`src/inc/third_synth_channel_ft_defines.svh`:
```
// constants for the third synth channel frequency translation config
// Behaviour
// - Control bit 5 turns the stage B VCO doubler on when set.
// - Control bit 4 turns the stage A VCO doubler on when set.
// - Scale code 0 turns the reference off and 1 bypasses the prescaler.
// - Scaling codes 2 to 7 divide the input by 1.5, 2, 3, 4, 6 and 8.
// - Scaling codes 8 to 15 multiply the input by two.
// - Stage A feedback 0 bypasses loop A, else divides, 8-80 or 15-161.
// - Ref divider B at 0 bypasses, else 2-10 if A is 0, or 8-80.
// - Stage B feedback 0 bypasses loop B, else divides, 8-80 or 15-161.
// - Channel divider code 0 divides by 16, any other code by itself.
// - A fixed divide by two follows the channel divider.
// - The channel divider powers down whenever the driver does.
// - Voltage bit picks 1.8 V or 3.3 V, only while the pin field is 0.
// - Invert bit 0 gives normal output and 1 gives inverted output.
// - Power-down bit set turns the driver off while the pin field is 0.
`ifndef THIRD_SYNTH_CHANNEL_FT_DEFINES_SVH
`define THIRD_SYNTH_CHANNEL_FT_DEFINES_SVH

// ****************************************
// register offsets
// ****************************************
`define FT_ADDR_CTRL 10'h301
`define FT_ADDR_NA 10'h302
`define FT_ADDR_RB 10'h303
`define FT_ADDR_NB 10'h304
`define FT_ADDR_OUTDIV 10'h305
`define FT_ADDR_DRV 10'h306

// ****************************************
// field positions and masks
// ****************************************
`define FT_CTRL_DBLB 5
`define FT_CTRL_DBLA 4
`define FT_CTRL_MASK 8'h3f
`define FT_OUTDIV_MASK 8'h0f
`define FT_DRV_THREEV 3
`define FT_DRV_INVERT 1
`define FT_DRV_PDOWN 0
`define FT_DRV_MASK 8'h0b

// ****************************************
// reset values
// ****************************************
`define FT_RST_CTRL 8'h00
`define FT_RST_DIV 8'h00
`define FT_RST_OUTDIV 8'h00
`define FT_RST_DRV 8'h00

// ****************************************
// ranges and ratios
// ****************************************
`define FT_FB_LO 8'h08
`define FT_FB_HI 8'h50
`define FT_FBX2_LO 8'h0f
`define FT_FBX2_HI 8'ha1
`define FT_RB_LO0 8'h02
`define FT_RB_HI0 8'h0a
`define FT_CHAN_ZERO_RATIO 5'h10
`define FT_PIN_SYNC 3

`endif

```
`src/inc/third_synth_channel_ft_pkg.sv`:
```
// types and shared helpers for the frequency translation config
package third_synth_channel_ft_pkg;

  // reference section setting after decode
  typedef enum {
    REF_OFF,
    REF_BYPASS,
    REF_DIVIDE,
    REF_DOUBLE
  } ref_mode_type;

  typedef logic [7:0] reg_byte_type;

  // channel divider code to ratio, code 0 means sixteen
  function automatic logic [4:0] chanRatio(input logic [3:0] code);
    chanRatio = (code == 4'h0) ? 5'h10 : {1'b0, code};
  endfunction : chanRatio

  // inclusive range test for divider settings
  function automatic logic inRange(input logic [7:0] v,
                                   input logic [7:0] lo,
                                   input logic [7:0] hi);
    inRange = (v >= lo) && (v <= hi);
  endfunction : inRange

endpackage : third_synth_channel_ft_pkg

```
`src/design/chan_divider.sv`:
```
// first output channel divider with its fixed divide by two
`timescale 1ns/10ps
`include "third_synth_channel_ft_defines.svh"
module chan_divider (
  // clock and reset
  input wire logic clk,
  input wire logic rst_n,
  // source and setting
  input wire logic srcTick,
  input wire logic [3:0] ratioCode,
  input wire logic powerDown,
  // divided level
  output logic divOut
);

  logic [4:0] cnt_r;
  logic [4:0] cnt_nxt;
  logic divOut_r;
  logic divOut_nxt;
  logic [4:0] ratio;
  logic wrap;

  // ****************************************
  // ratio decode and count
  // ****************************************
  // code zero means sixteen
  assign ratio = third_synth_channel_ft_pkg::chanRatio(ratioCode);
  assign wrap = srcTick && (cnt_r >= ratio - 5'h01);
  // held at rest while powered down
  assign cnt_nxt = powerDown ? 5'h00 :
                   wrap ? 5'h00 :
                   srcTick ? cnt_r + 5'h01 : cnt_r;
  // toggle gives the divide by two
  assign divOut_nxt = powerDown ? 1'b0 : (wrap ? ~divOut_r : divOut_r);
  assign divOut = divOut_r;

  // counter and toggle flops
  always_ff @(posedge clk or negedge rst_n) begin
    if (!rst_n) begin
      cnt_r <= 5'h00;
      divOut_r <= 1'b0;
    end else begin
      cnt_r <= cnt_nxt;
      divOut_r <= divOut_nxt;
    end
  end

  pdown_quiet_a: assert property (
    @(posedge clk) disable iff (!rst_n)
    powerDown [*2] |-> !divOut_r && (cnt_r == 5'h00))
    else $error("channel divider ran while powered down");

  toggle_cause_a: assert property (
    @(posedge clk) disable iff (!rst_n)
    !$past(powerDown) && $changed(divOut_r) |-> $past(wrap))
    else $error("divider toggled without wrap");

endmodule : chan_divider

```
`src/design/third_synth_channel_frequency_translation_cfg.sv`:
```
// register file and setting decode of the third synth channel
`timescale 1ns/10ps
`include "third_synth_channel_ft_defines.svh"
module third_synth_channel_frequency_translation_cfg (
  // clock and reset
  input wire logic clk,
  input wire logic rst_n,
  // register port from the serial control port
  input wire logic [9:0] regAddr,
  input wire logic [7:0] regWrData,
  input wire logic regWrEn,
  input wire logic regRdEn,
  output logic [7:0] regRdData,
  output logic regRdValid,
  // global pin configuration field and its driver settings
  input wire logic [4:0] globalPinCfg,
  input wire logic pinDrvThreeV,
  input wire logic pinDrvPowerDown,
  // source tick from loop stage b output
  input wire logic vcoTick,
  // reference section settings
  output third_synth_channel_ft_pkg::ref_mode_type refMode,
  output logic [4:0] refDivHalves,
  // loop stage settings
  output logic stageAVcoDoubler,
  output logic stageBVcoDoubler,
  output logic loopStageABypass,
  output logic [7:0] stageAFbRatio,
  output logic stageBRefBypass,
  output logic [7:0] stageBRefRatio,
  output logic loopStageBBypass,
  output logic [7:0] stageBFbRatio,
  output logic cfgRangeErr,
  // first output channel and driver
  output logic [5:0] chanEffRatio,
  output logic drvThreeV,
  output logic drvPowerDown,
  output logic firstOutput
);

  // ****************************************
  // registers
  // ****************************************
  logic [7:0] ctrl_r;
  logic [7:0] nA_r;
  logic [7:0] rB_r;
  logic [7:0] nB_r;
  logic [7:0] outDiv_r;
  logic [7:0] drv_r;
  logic [7:0] regRdData_r;
  logic regRdValid_r;
  logic [4:0] pinS1_r;
  logic [4:0] pinS2_r;
  logic [4:0] pinS3_r;
  logic [4:0] pinCfg_r;
  third_synth_channel_ft_pkg::ref_mode_type refMode_r;
  third_synth_channel_ft_pkg::ref_mode_type refMode_nxt;
  logic [4:0] refDivHalves_r;
  logic [4:0] refDivHalves_nxt;
  logic dblA_r;
  logic dblB_r;
  logic bypA_r;
  logic bypRB_r;
  logic bypB_r;
  logic [7:0] ratioA_r;
  logic [7:0] ratioRB_r;
  logic [7:0] ratioB_r;
  logic rangeErr_r;
  logic [5:0] chanEff_r;
  logic threeV_r;
  logic pdown_r;
  logic firstOutput_r;

  // ****************************************
  // address decode
  // ****************************************
  logic selCtrl;
  logic selNA;
  logic selRB;
  logic selNB;
  logic selOutDiv;
  logic selDrv;
  logic [7:0] rdMux;

  assign selCtrl = (regAddr == `FT_ADDR_CTRL);
  assign selNA = (regAddr == `FT_ADDR_NA);
  assign selRB = (regAddr == `FT_ADDR_RB);
  assign selNB = (regAddr == `FT_ADDR_NB);
  assign selOutDiv = (regAddr == `FT_ADDR_OUTDIV);
  assign selDrv = (regAddr == `FT_ADDR_DRV);
  // unmapped addresses read as zero
  assign rdMux = selCtrl ? ctrl_r :
                 selNA ? nA_r :
                 selRB ? rB_r :
                 selNB ? nB_r :
                 selOutDiv ? outDiv_r :
                 selDrv ? drv_r : 8'h00;

  // register writes, undefined bits never stored
  always_ff @(posedge clk or negedge rst_n) begin
    if (!rst_n) begin
      ctrl_r <= `FT_RST_CTRL;
      nA_r <= `FT_RST_DIV;
      rB_r <= `FT_RST_DIV;
      nB_r <= `FT_RST_DIV;
      outDiv_r <= `FT_RST_OUTDIV;
      drv_r <= `FT_RST_DRV;
    end else if (regWrEn) begin
      if (selCtrl) ctrl_r <= regWrData & `FT_CTRL_MASK;
      if (selNA) nA_r <= regWrData;
      if (selRB) rB_r <= regWrData;
      if (selNB) nB_r <= regWrData;
      if (selOutDiv) outDiv_r <= regWrData & `FT_OUTDIV_MASK;
      if (selDrv) drv_r <= regWrData & `FT_DRV_MASK;
    end
  end

  // read answer one cycle after the strobe
  always_ff @(posedge clk or negedge rst_n) begin
    if (!rst_n) begin
      regRdData_r <= 8'h00;
      regRdValid_r <= 1'b0;
    end else begin
      regRdData_r <= regRdEn ? rdMux : 8'h00;
      regRdValid_r <= regRdEn;
    end
  end

  // ****************************************
  // pin field synchroniser
  // ****************************************
  // third stage filters, the field moves only when stages two and three agree
  always_ff @(posedge clk or negedge rst_n) begin
    if (!rst_n) begin
      pinS1_r <= 5'h00;
      pinS2_r <= 5'h00;
      pinS3_r <= 5'h00;
      pinCfg_r <= 5'h00;
    end else begin
      pinS1_r <= globalPinCfg;
      pinS2_r <= pinS1_r;
      pinS3_r <= pinS2_r;
      if (pinS2_r == pinS3_r) pinCfg_r <= pinS3_r;
    end
  end

  // ****************************************
  // reference section decode
  // ****************************************
  logic [3:0] refCode;
  assign refCode = ctrl_r[3:0];

  // ratio carried in halves so 1.5 stays exact
  always_comb begin
    refMode_nxt = third_synth_channel_ft_pkg::REF_DIVIDE;
    refDivHalves_nxt = 5'h02;
    unique case (refCode)
      4'h0: refMode_nxt = third_synth_channel_ft_pkg::REF_OFF;
      4'h1: refMode_nxt = third_synth_channel_ft_pkg::REF_BYPASS;
      4'h2: refDivHalves_nxt = 5'h03;
      4'h3: refDivHalves_nxt = 5'h04;
      4'h4: refDivHalves_nxt = 5'h06;
      4'h5: refDivHalves_nxt = 5'h08;
      4'h6: refDivHalves_nxt = 5'h0c;
      4'h7: refDivHalves_nxt = 5'h10;
      default: refMode_nxt = third_synth_channel_ft_pkg::REF_DOUBLE;
    endcase
  end

  // ****************************************
  // loop stage decode and range check
  // ****************************************
  logic ctlDblA;
  logic ctlDblB;
  logic errA;
  logic errRB;
  logic errB;

  assign ctlDblB = ctrl_r[`FT_CTRL_DBLB];
  assign ctlDblA = ctrl_r[`FT_CTRL_DBLA];
  // stage a feedback legal span follows its doubler
  assign errA = (nA_r != 8'h00) && !(ctlDblA ?
      third_synth_channel_ft_pkg::inRange(nA_r, `FT_FBX2_LO, `FT_FBX2_HI) :
      third_synth_channel_ft_pkg::inRange(nA_r, `FT_FB_LO, `FT_FB_HI));
  // stage b reference span follows stage a setting
  assign errRB = (rB_r != 8'h00) && !((nA_r == 8'h00) ?
      third_synth_channel_ft_pkg::inRange(rB_r, `FT_RB_LO0, `FT_RB_HI0) :
      third_synth_channel_ft_pkg::inRange(rB_r, `FT_FB_LO, `FT_FB_HI));
  // stage b feedback legal span follows its doubler
  assign errB = (nB_r != 8'h00) && !(ctlDblB ?
      third_synth_channel_ft_pkg::inRange(nB_r, `FT_FBX2_LO, `FT_FBX2_HI) :
      third_synth_channel_ft_pkg::inRange(nB_r, `FT_FB_LO, `FT_FB_HI));

  // ****************************************
  // driver selection
  // ****************************************
  logic pinActive;
  logic effThreeV;
  logic effPdown;
  logic [4:0] chanRatio;
  logic chanOut;

  assign pinActive = (pinCfg_r != 5'h00);
  // voltage bit only while the pin field is zero
  assign effThreeV = pinActive ? pinDrvThreeV : drv_r[`FT_DRV_THREEV];
  // power-down bit only while the pin field is zero
  assign effPdown = pinActive ? pinDrvPowerDown : drv_r[`FT_DRV_PDOWN];
  assign chanRatio = third_synth_channel_ft_pkg::chanRatio(outDiv_r[3:0]);

  chan_divider chan_divider_i (
    .clk(clk),
    .rst_n(rst_n),
    .srcTick(vcoTick),
    .ratioCode(outDiv_r[3:0]),
    .powerDown(effPdown),
    .divOut(chanOut)
  );

  // decoded settings registered so every output comes from a flop
  always_ff @(posedge clk or negedge rst_n) begin
    if (!rst_n) begin
      refMode_r <= third_synth_channel_ft_pkg::REF_OFF;
      refDivHalves_r <= 5'h02;
      dblA_r <= 1'b0;
      dblB_r <= 1'b0;
      bypA_r <= 1'b1;
      bypRB_r <= 1'b1;
      bypB_r <= 1'b1;
      ratioA_r <= 8'h00;
      ratioRB_r <= 8'h00;
      ratioB_r <= 8'h00;
      rangeErr_r <= 1'b0;
      chanEff_r <= 6'h20;
      threeV_r <= 1'b0;
      pdown_r <= 1'b0;
      firstOutput_r <= 1'b0;
    end else begin
      refMode_r <= refMode_nxt;
      refDivHalves_r <= refDivHalves_nxt;
      dblA_r <= ctlDblA;
      dblB_r <= ctlDblB;
      bypA_r <= (nA_r == 8'h00);
      bypRB_r <= (rB_r == 8'h00);
      bypB_r <= (nB_r == 8'h00);
      ratioA_r <= nA_r;
      ratioRB_r <= rB_r;
      ratioB_r <= nB_r;
      rangeErr_r <= errA | errRB | errB;
      // effective ratio twice the programmed one
      chanEff_r <= {chanRatio, 1'b0};
      threeV_r <= effThreeV;
      pdown_r <= effPdown;
      // invert applied at the driver, silent when down
      firstOutput_r <= effPdown ? 1'b0 : (chanOut ^ drv_r[`FT_DRV_INVERT]);
    end
  end

  // ****************************************
  // output wiring
  // ****************************************
  assign regRdData = regRdData_r;
  assign regRdValid = regRdValid_r;
  assign refMode = refMode_r;
  assign refDivHalves = refDivHalves_r;
  assign stageAVcoDoubler = dblA_r;
  assign stageBVcoDoubler = dblB_r;
  assign loopStageABypass = bypA_r;
  assign stageAFbRatio = ratioA_r;
  assign stageBRefBypass = bypRB_r;
  assign stageBRefRatio = ratioRB_r;
  assign loopStageBBypass = bypB_r;
  assign stageBFbRatio = ratioB_r;
  assign cfgRangeErr = rangeErr_r;
  assign chanEffRatio = chanEff_r;
  assign drvThreeV = threeV_r;
  assign drvPowerDown = pdown_r;
  assign firstOutput = firstOutput_r;

  // ****************************************
  // checks
  // ****************************************
  // write of bit 5 reaches the doubler two edges later
  dbl_b_write_a: assert property (
    @(posedge clk) disable iff (!rst_n)
    regWrEn && selCtrl |=> ##1 stageBVcoDoubler == $past(regWrData[5], 2))
    else $error("stage b doubler not following write");

  // write of bit 4 reaches the doubler two edges later
  dbl_a_write_a: assert property (
    @(posedge clk) disable iff (!rst_n)
    regWrEn && selCtrl |=> ##1 stageAVcoDoubler == $past(regWrData[4], 2))
    else $error("stage a doubler not following write");

  // code zero turns the reference off
  ref_off_a: assert property (
    @(posedge clk) disable iff (!rst_n)
    ctrl_r[3:0] == 4'h0 |=> refMode == third_synth_channel_ft_pkg::REF_OFF)
    else $error("reference not off at code zero");

  // code two divides by one and a half
  ref_div15_a: assert property (
    @(posedge clk) disable iff (!rst_n)
    ctrl_r[3:0] == 4'h2 |=> refDivHalves == 5'h03 &&
      refMode == third_synth_channel_ft_pkg::REF_DIVIDE)
    else $error("code two not divide by 1.5");

  // top bit of the code doubles
  ref_double_a: assert property (
    @(posedge clk) disable iff (!rst_n)
    ctrl_r[3] |=> refMode == third_synth_channel_ft_pkg::REF_DOUBLE)
    else $error("upper codes not doubling");

  stage_a_bypass_a: assert property (
    @(posedge clk) disable iff (!rst_n)
    loopStageABypass |-> stageAFbRatio == 8'h00)
    else $error("stage a bypass mismatch");

  // seven is illegal once stage a divides
  rb_range_a: assert property (
    @(posedge clk) disable iff (!rst_n)
    rB_r == 8'h07 && nA_r != 8'h00
      |=> cfgRangeErr)
    else $error("stage b reference range not flagged");

  chan_ratio_a: assert property (
    @(posedge clk) disable iff (!rst_n)
    outDiv_r[3:0] == 4'h0 |=> chanEffRatio == 6'h20)
    else $error("channel ratio at code zero wrong");

  // pin field overrides the power-down bit
  pin_override_a: assert property (
    @(posedge clk) disable iff (!rst_n)
    pinCfg_r != 5'h00 |=> drvPowerDown == $past(pinDrvPowerDown))
    else $error("pin field did not govern power-down");

  out_quiet_a: assert property (
    @(posedge clk) disable iff (!rst_n)
    drvPowerDown |-> !firstOutput)
    else $error("output toggling while powered down");

endmodule : third_synth_channel_frequency_translation_cfg

```
`config.mk`:
```
export PLATFORM = sky130hd
export DESIGN_NAME = third_synth_channel_frequency_translation_cfg
export DESIGN_NICKNAME = d
export VERILOG_FILES = /design/src/inc/third_synth_channel_ft_pkg.sv /design/src/design/chan_divider.sv /design/src/design/third_synth_channel_frequency_translation_cfg.sv
export VERILOG_INCLUDE_DIRS = /design/src /design/src/inc
export SDC_FILE = /design/constraint.sdc
export NUM_CORES = 1
export LEC_CHECK = 0
export ABC_AREA = 1
export BUFFER_PORTS_ARGS = -buffer_cell sky130_fd_sc_hd__buf_2
export CORE_MARGIN = 8
export CORE_UTILIZATION = 50
export CTS_BUF_LIST = sky130_fd_sc_hd__clkbuf_8
export CTS_CLUSTER_SIZE = 12
export DETAILED_ROUTE_END_ITERATION = 8
export HOLD_SLACK_MARGIN = 0.02
export PLACE_DENSITY_LB_ADDON = 0.05
export SYNTH_ARGS = -nofsm -noshare
export SYNTH_HDL_FRONTEND = slang
export SYNTH_SLANG_ARGS = --single-unit
```
`constraint.sdc`:
```
create_clock -name clk -period 5.35 [get_ports clk]
set_clock_uncertainty 0.2 [all_clocks]
set_input_delay 0.2675 -clock clk [delete_from_list [all_inputs] [get_ports clk]]
set_output_delay 0.2675 -clock clk [all_outputs]
set_load 0.005 [all_outputs]
```
==> impl_results.md <==
- Post-synth top flop: dfrtp_1
- Total gr overflow: 0
- Top post-synthesis cells by area: dfrtp_1, nand2_1, inv_1, buf_4, o21ai_0
- Synth Register Bits: 117
- Critical path class: flip-flop to flip-flop
- Antenna Cells: 0
- Cts hold-fix bufs: 13
- DIE AREA: 13790 µm²
- Die width: 117.4 µm
- Commonest cells in the synthesized netlist: dfrtp_1, nand2_1, inv_1
- CP Cell Sequence: inv_1, ha_1, nand2_1, inv_1, nor2_1, nor3_1, xnor2_1, ha_1, nand2_1, inv_1, o21ai_0, nand4_1, nand2_1, nand4_1, nand2_1
- Cell Area, Synth: 5142 µm²
- Starting density of the core: 50.72%
- Routed wire per std cell: 14.37 µm
- Metal3 WL: 608 µm
- Critical Path Sink Type: flip-flop
- Top cell type by total area after synthesis: dfrtp_1
- Vias in the first global route: 3850
- Post_cts resized: 0
- Top-count cell post-synth: dfrtp_1
- Met2 wire len: 5.297 mm
- Status: completed
- Drt initial violations: 219
- CTS max path bufs: 2
- Routed Antenna Nets: 0
- H-Tree Depth: 4
- Worst Setup Start Kind: flip-flop
- Max Slew Vio Count: 0
- Hold Path Class: input pin to flip-flop
- Port bufs: 83
- GPL Wtd Cong: 0.8361
- Warnings from Yosys: 0
- Post-Route Setup TNS: 0 ps
- Layout overhead on the synthesized area: 19.00%
- Setup Buffers After CTS: 0
- Post-synth EDFFs: 0
- Final setup vio count: 0
- CORE AREA: 10140 µm²
- Die H: 117.4 µm
- Post-Syn Area per Cell: 9.470 µm²
- Leakage: 3.273 nW
- Unrepaired setup endpoints after global routing: false
- Largest net degree at the start of global routing: 61
- Setup ws final: 2803 ps
- Hold path startpoint: regWrData[2]
- Num CTS Buffers: 17
- Cells after Synth: 543
- Final cycle utilization of the critical path: 47.60%
- Clock Root Buffer: clkbuf_8
- Pwr Density: 331.2 nW/µm²
- # DRC: 0
- Worst Setup SP: outDiv_r[1]
- DR pass1 iterations: 4
- Yosys cell types: 33
- Worst IR Drop VDD: 0.0001779 V
- Via count: 3839
- Critical path's slowest cell: dfrtp_1
- Post-synth ARST share: 100.0%
- Critical path peak fanout: 6
- Initial antenna violation count: 0
- Clock Latency Late Sink: 430 ps
- Placement Rows: 37
- WL met1: 5.327 mm
- Largest stage delay, worst path: 410 ps
- Fin Hold WS: 37.12 ps
- First-pass GRT wire length: 18.87 mm
- Max Freq: 392.7 MHz
- Synth top area share: 54.50%
- Pin slew with the least headroom to its limit: 801.7 ps
- Sequential fraction of the synthesis area: 57.06%
- DR top layer: met4
- Detailed Place HPWL: 8.127 mm
- CTS tree: done
- All-Layer GR Usage: 17.27%
- Crit path time final: 2547 ps
- Pre-CTS setup slack: 2835 ps
- IO Pins: 115
- CTS clk-pin slew, worst paths: 70 ps
- Rel. slew slack: 46.36%
- Critical path arrival: 2720 ps
- Max cap viols: 0
- Clk sinks: 117
- FILL cells: 927
- Fraction of layout instances using a drive strength above 1: 22.69%
- Reg2reg start: outDiv_r[1]
- Most frequent CP cell: nand2_1
- Final Hold Vio Count: 0
- Critical Path RT: 5530 ps
- # nets final: 685
- Vias/cell: 4.817
- Total power draw: 2.027 mW
- Post-Route WL: 11.45 mm
==> report_power, final <==
group	switching (mW)	leakage, nW	internal (mW)
combinational	0.116	1.50	0.0662
sequential	0.0278	1.56	0.932
clock	0.356	0.213	0.529
==> metal layers <==
| layer | track usage, % | vias to the layer above |
|---|---|---|
| met5 | 0 | - |
| met4 | 7.461 | 0 |
| met3 | 6.283 | 19 |
| met2 | 26.33 | 125 |
| met1 | 21.63 | 1791 |
| li1 | - | 1904 |
==> worst paths after layout <==
check	endpoint	slack (ps)	depth (start not counted)
worst max-delay path	chan_divider_i.cnt_r[3]	2800	15
worst min-delay path	rB_r[2]	40	3
worst max register to register	chan_divider_i.cnt_r[3]	2800	15
worst min register to register	pinS2_r[0]	150	0
max in group asynchronous	stageBRefRatio[7]	3530	3
min in group asynchronous	chan_divider_i.cnt_r[2]	220	2
==> sequential cells by signal, indices dropped and copies added, names as in the netlist, 4 cells and up <==
| name | cells |
|---|---|
| chanEffRatio | 5 |
| chan_divider_i.cnt_r | 5 |
| ctrl_r | 6 |
| nA_r | 8 |
| nB_r | 8 |
| outDiv_r | 4 |
| pinCfg_r | 5 |
| pinS1_r | 5 |
| pinS2_r | 5 |
| pinS3_r | 5 |
| rB_r | 8 |
| refDivHalves | 5 |
| regRdData | 8 |
| stageAFbRatio | 8 |
| stageBFbRatio | 8 |
| stageBRefRatio | 8 |
==> final cells by class <==
type / instances / area [µm²] / area share [%]
flip-flops and latches: 117 / 2934 / 47.95
multi-input cells: 339 / 1730 / 28.28
repair buffers: 97 / 555.5 / 9.078
inverters: 76 / 285.3 / 4.662
clock buffers: 19 / 261.5 / 4.273
clock inverters: 13 / 182.7 / 2.985
well taps: 136 / 170.2 / 2.781
==> critical path: cells and delay by family (launching register included) <==
family | cells | cell delay (ps)
compound gates | 1 | 70
xor+xnor | 1 | 160
fa+ha+maj | 2 | 440
buf+inv | 3 | 240
flops | 1 | 410
simple gates | 8 | 970
==> cell usage in the layout (no fill, tap or decap) <==
master	instances
nor3_1	5
nand4_1	27
o21ai_2	10
ha_1	7
o21bai_1	2
nand2_2	4
o21ai_1	16
nand3_2	1
inv_1	73
nand3b_1	1
xor2_1	5
dfstp_2	5
and2_1	1
nor2_2	2
mux2_2	1
buf_2	82
clkinvlp_4	5
buf_4	2
nor4_1	2
dfrtp_1	112
nor2_1	35
nand2_4	3
clkinv_4	2
nor2_4	4
bufinv_16	4
inv_2	5
nor2_8	1
xnor2_1	4
nand2_1	105
clkbuf_8	19
nand3_1	12
a21oi_1	14
dlygate4sd3_1	13
o22ai_1	2
o21ai_0	43
conb_1	32
==> stage by stage <==
| step | area [µm²] | instances | utilization [%] |
|---|---|---|---|
| floorplan | 5255 | 573 | - |
| global placement | 5545 | 752 | 54.70 |
| detailed placement | 5545 | 752 | 54.70 |
| CTS | 6120 | 797 | 60.36 |
| global route | 6120 | 797 | 60.36 |
| finish | 6120 | 797 | 60.36 |
==> cell families (layout without fill, tap and decap cells) <==
logic type               Yosys count  in the layout  synth area share, %
flip-flops                       117            117                57.06
XOR/XNOR                           9              9                1.533
multiplexers                       1              1               0.2190
other                              2             32               0.1460
buffers and inverters            117            205                11.48
AO/OA/AOI/OAI                     87             87                9.343
adder cells (fa/ha/maj)            7              7                1.703
AND/OR/NAND/NOR                  203            203                18.52
Power figures use the tool's default switching activity.
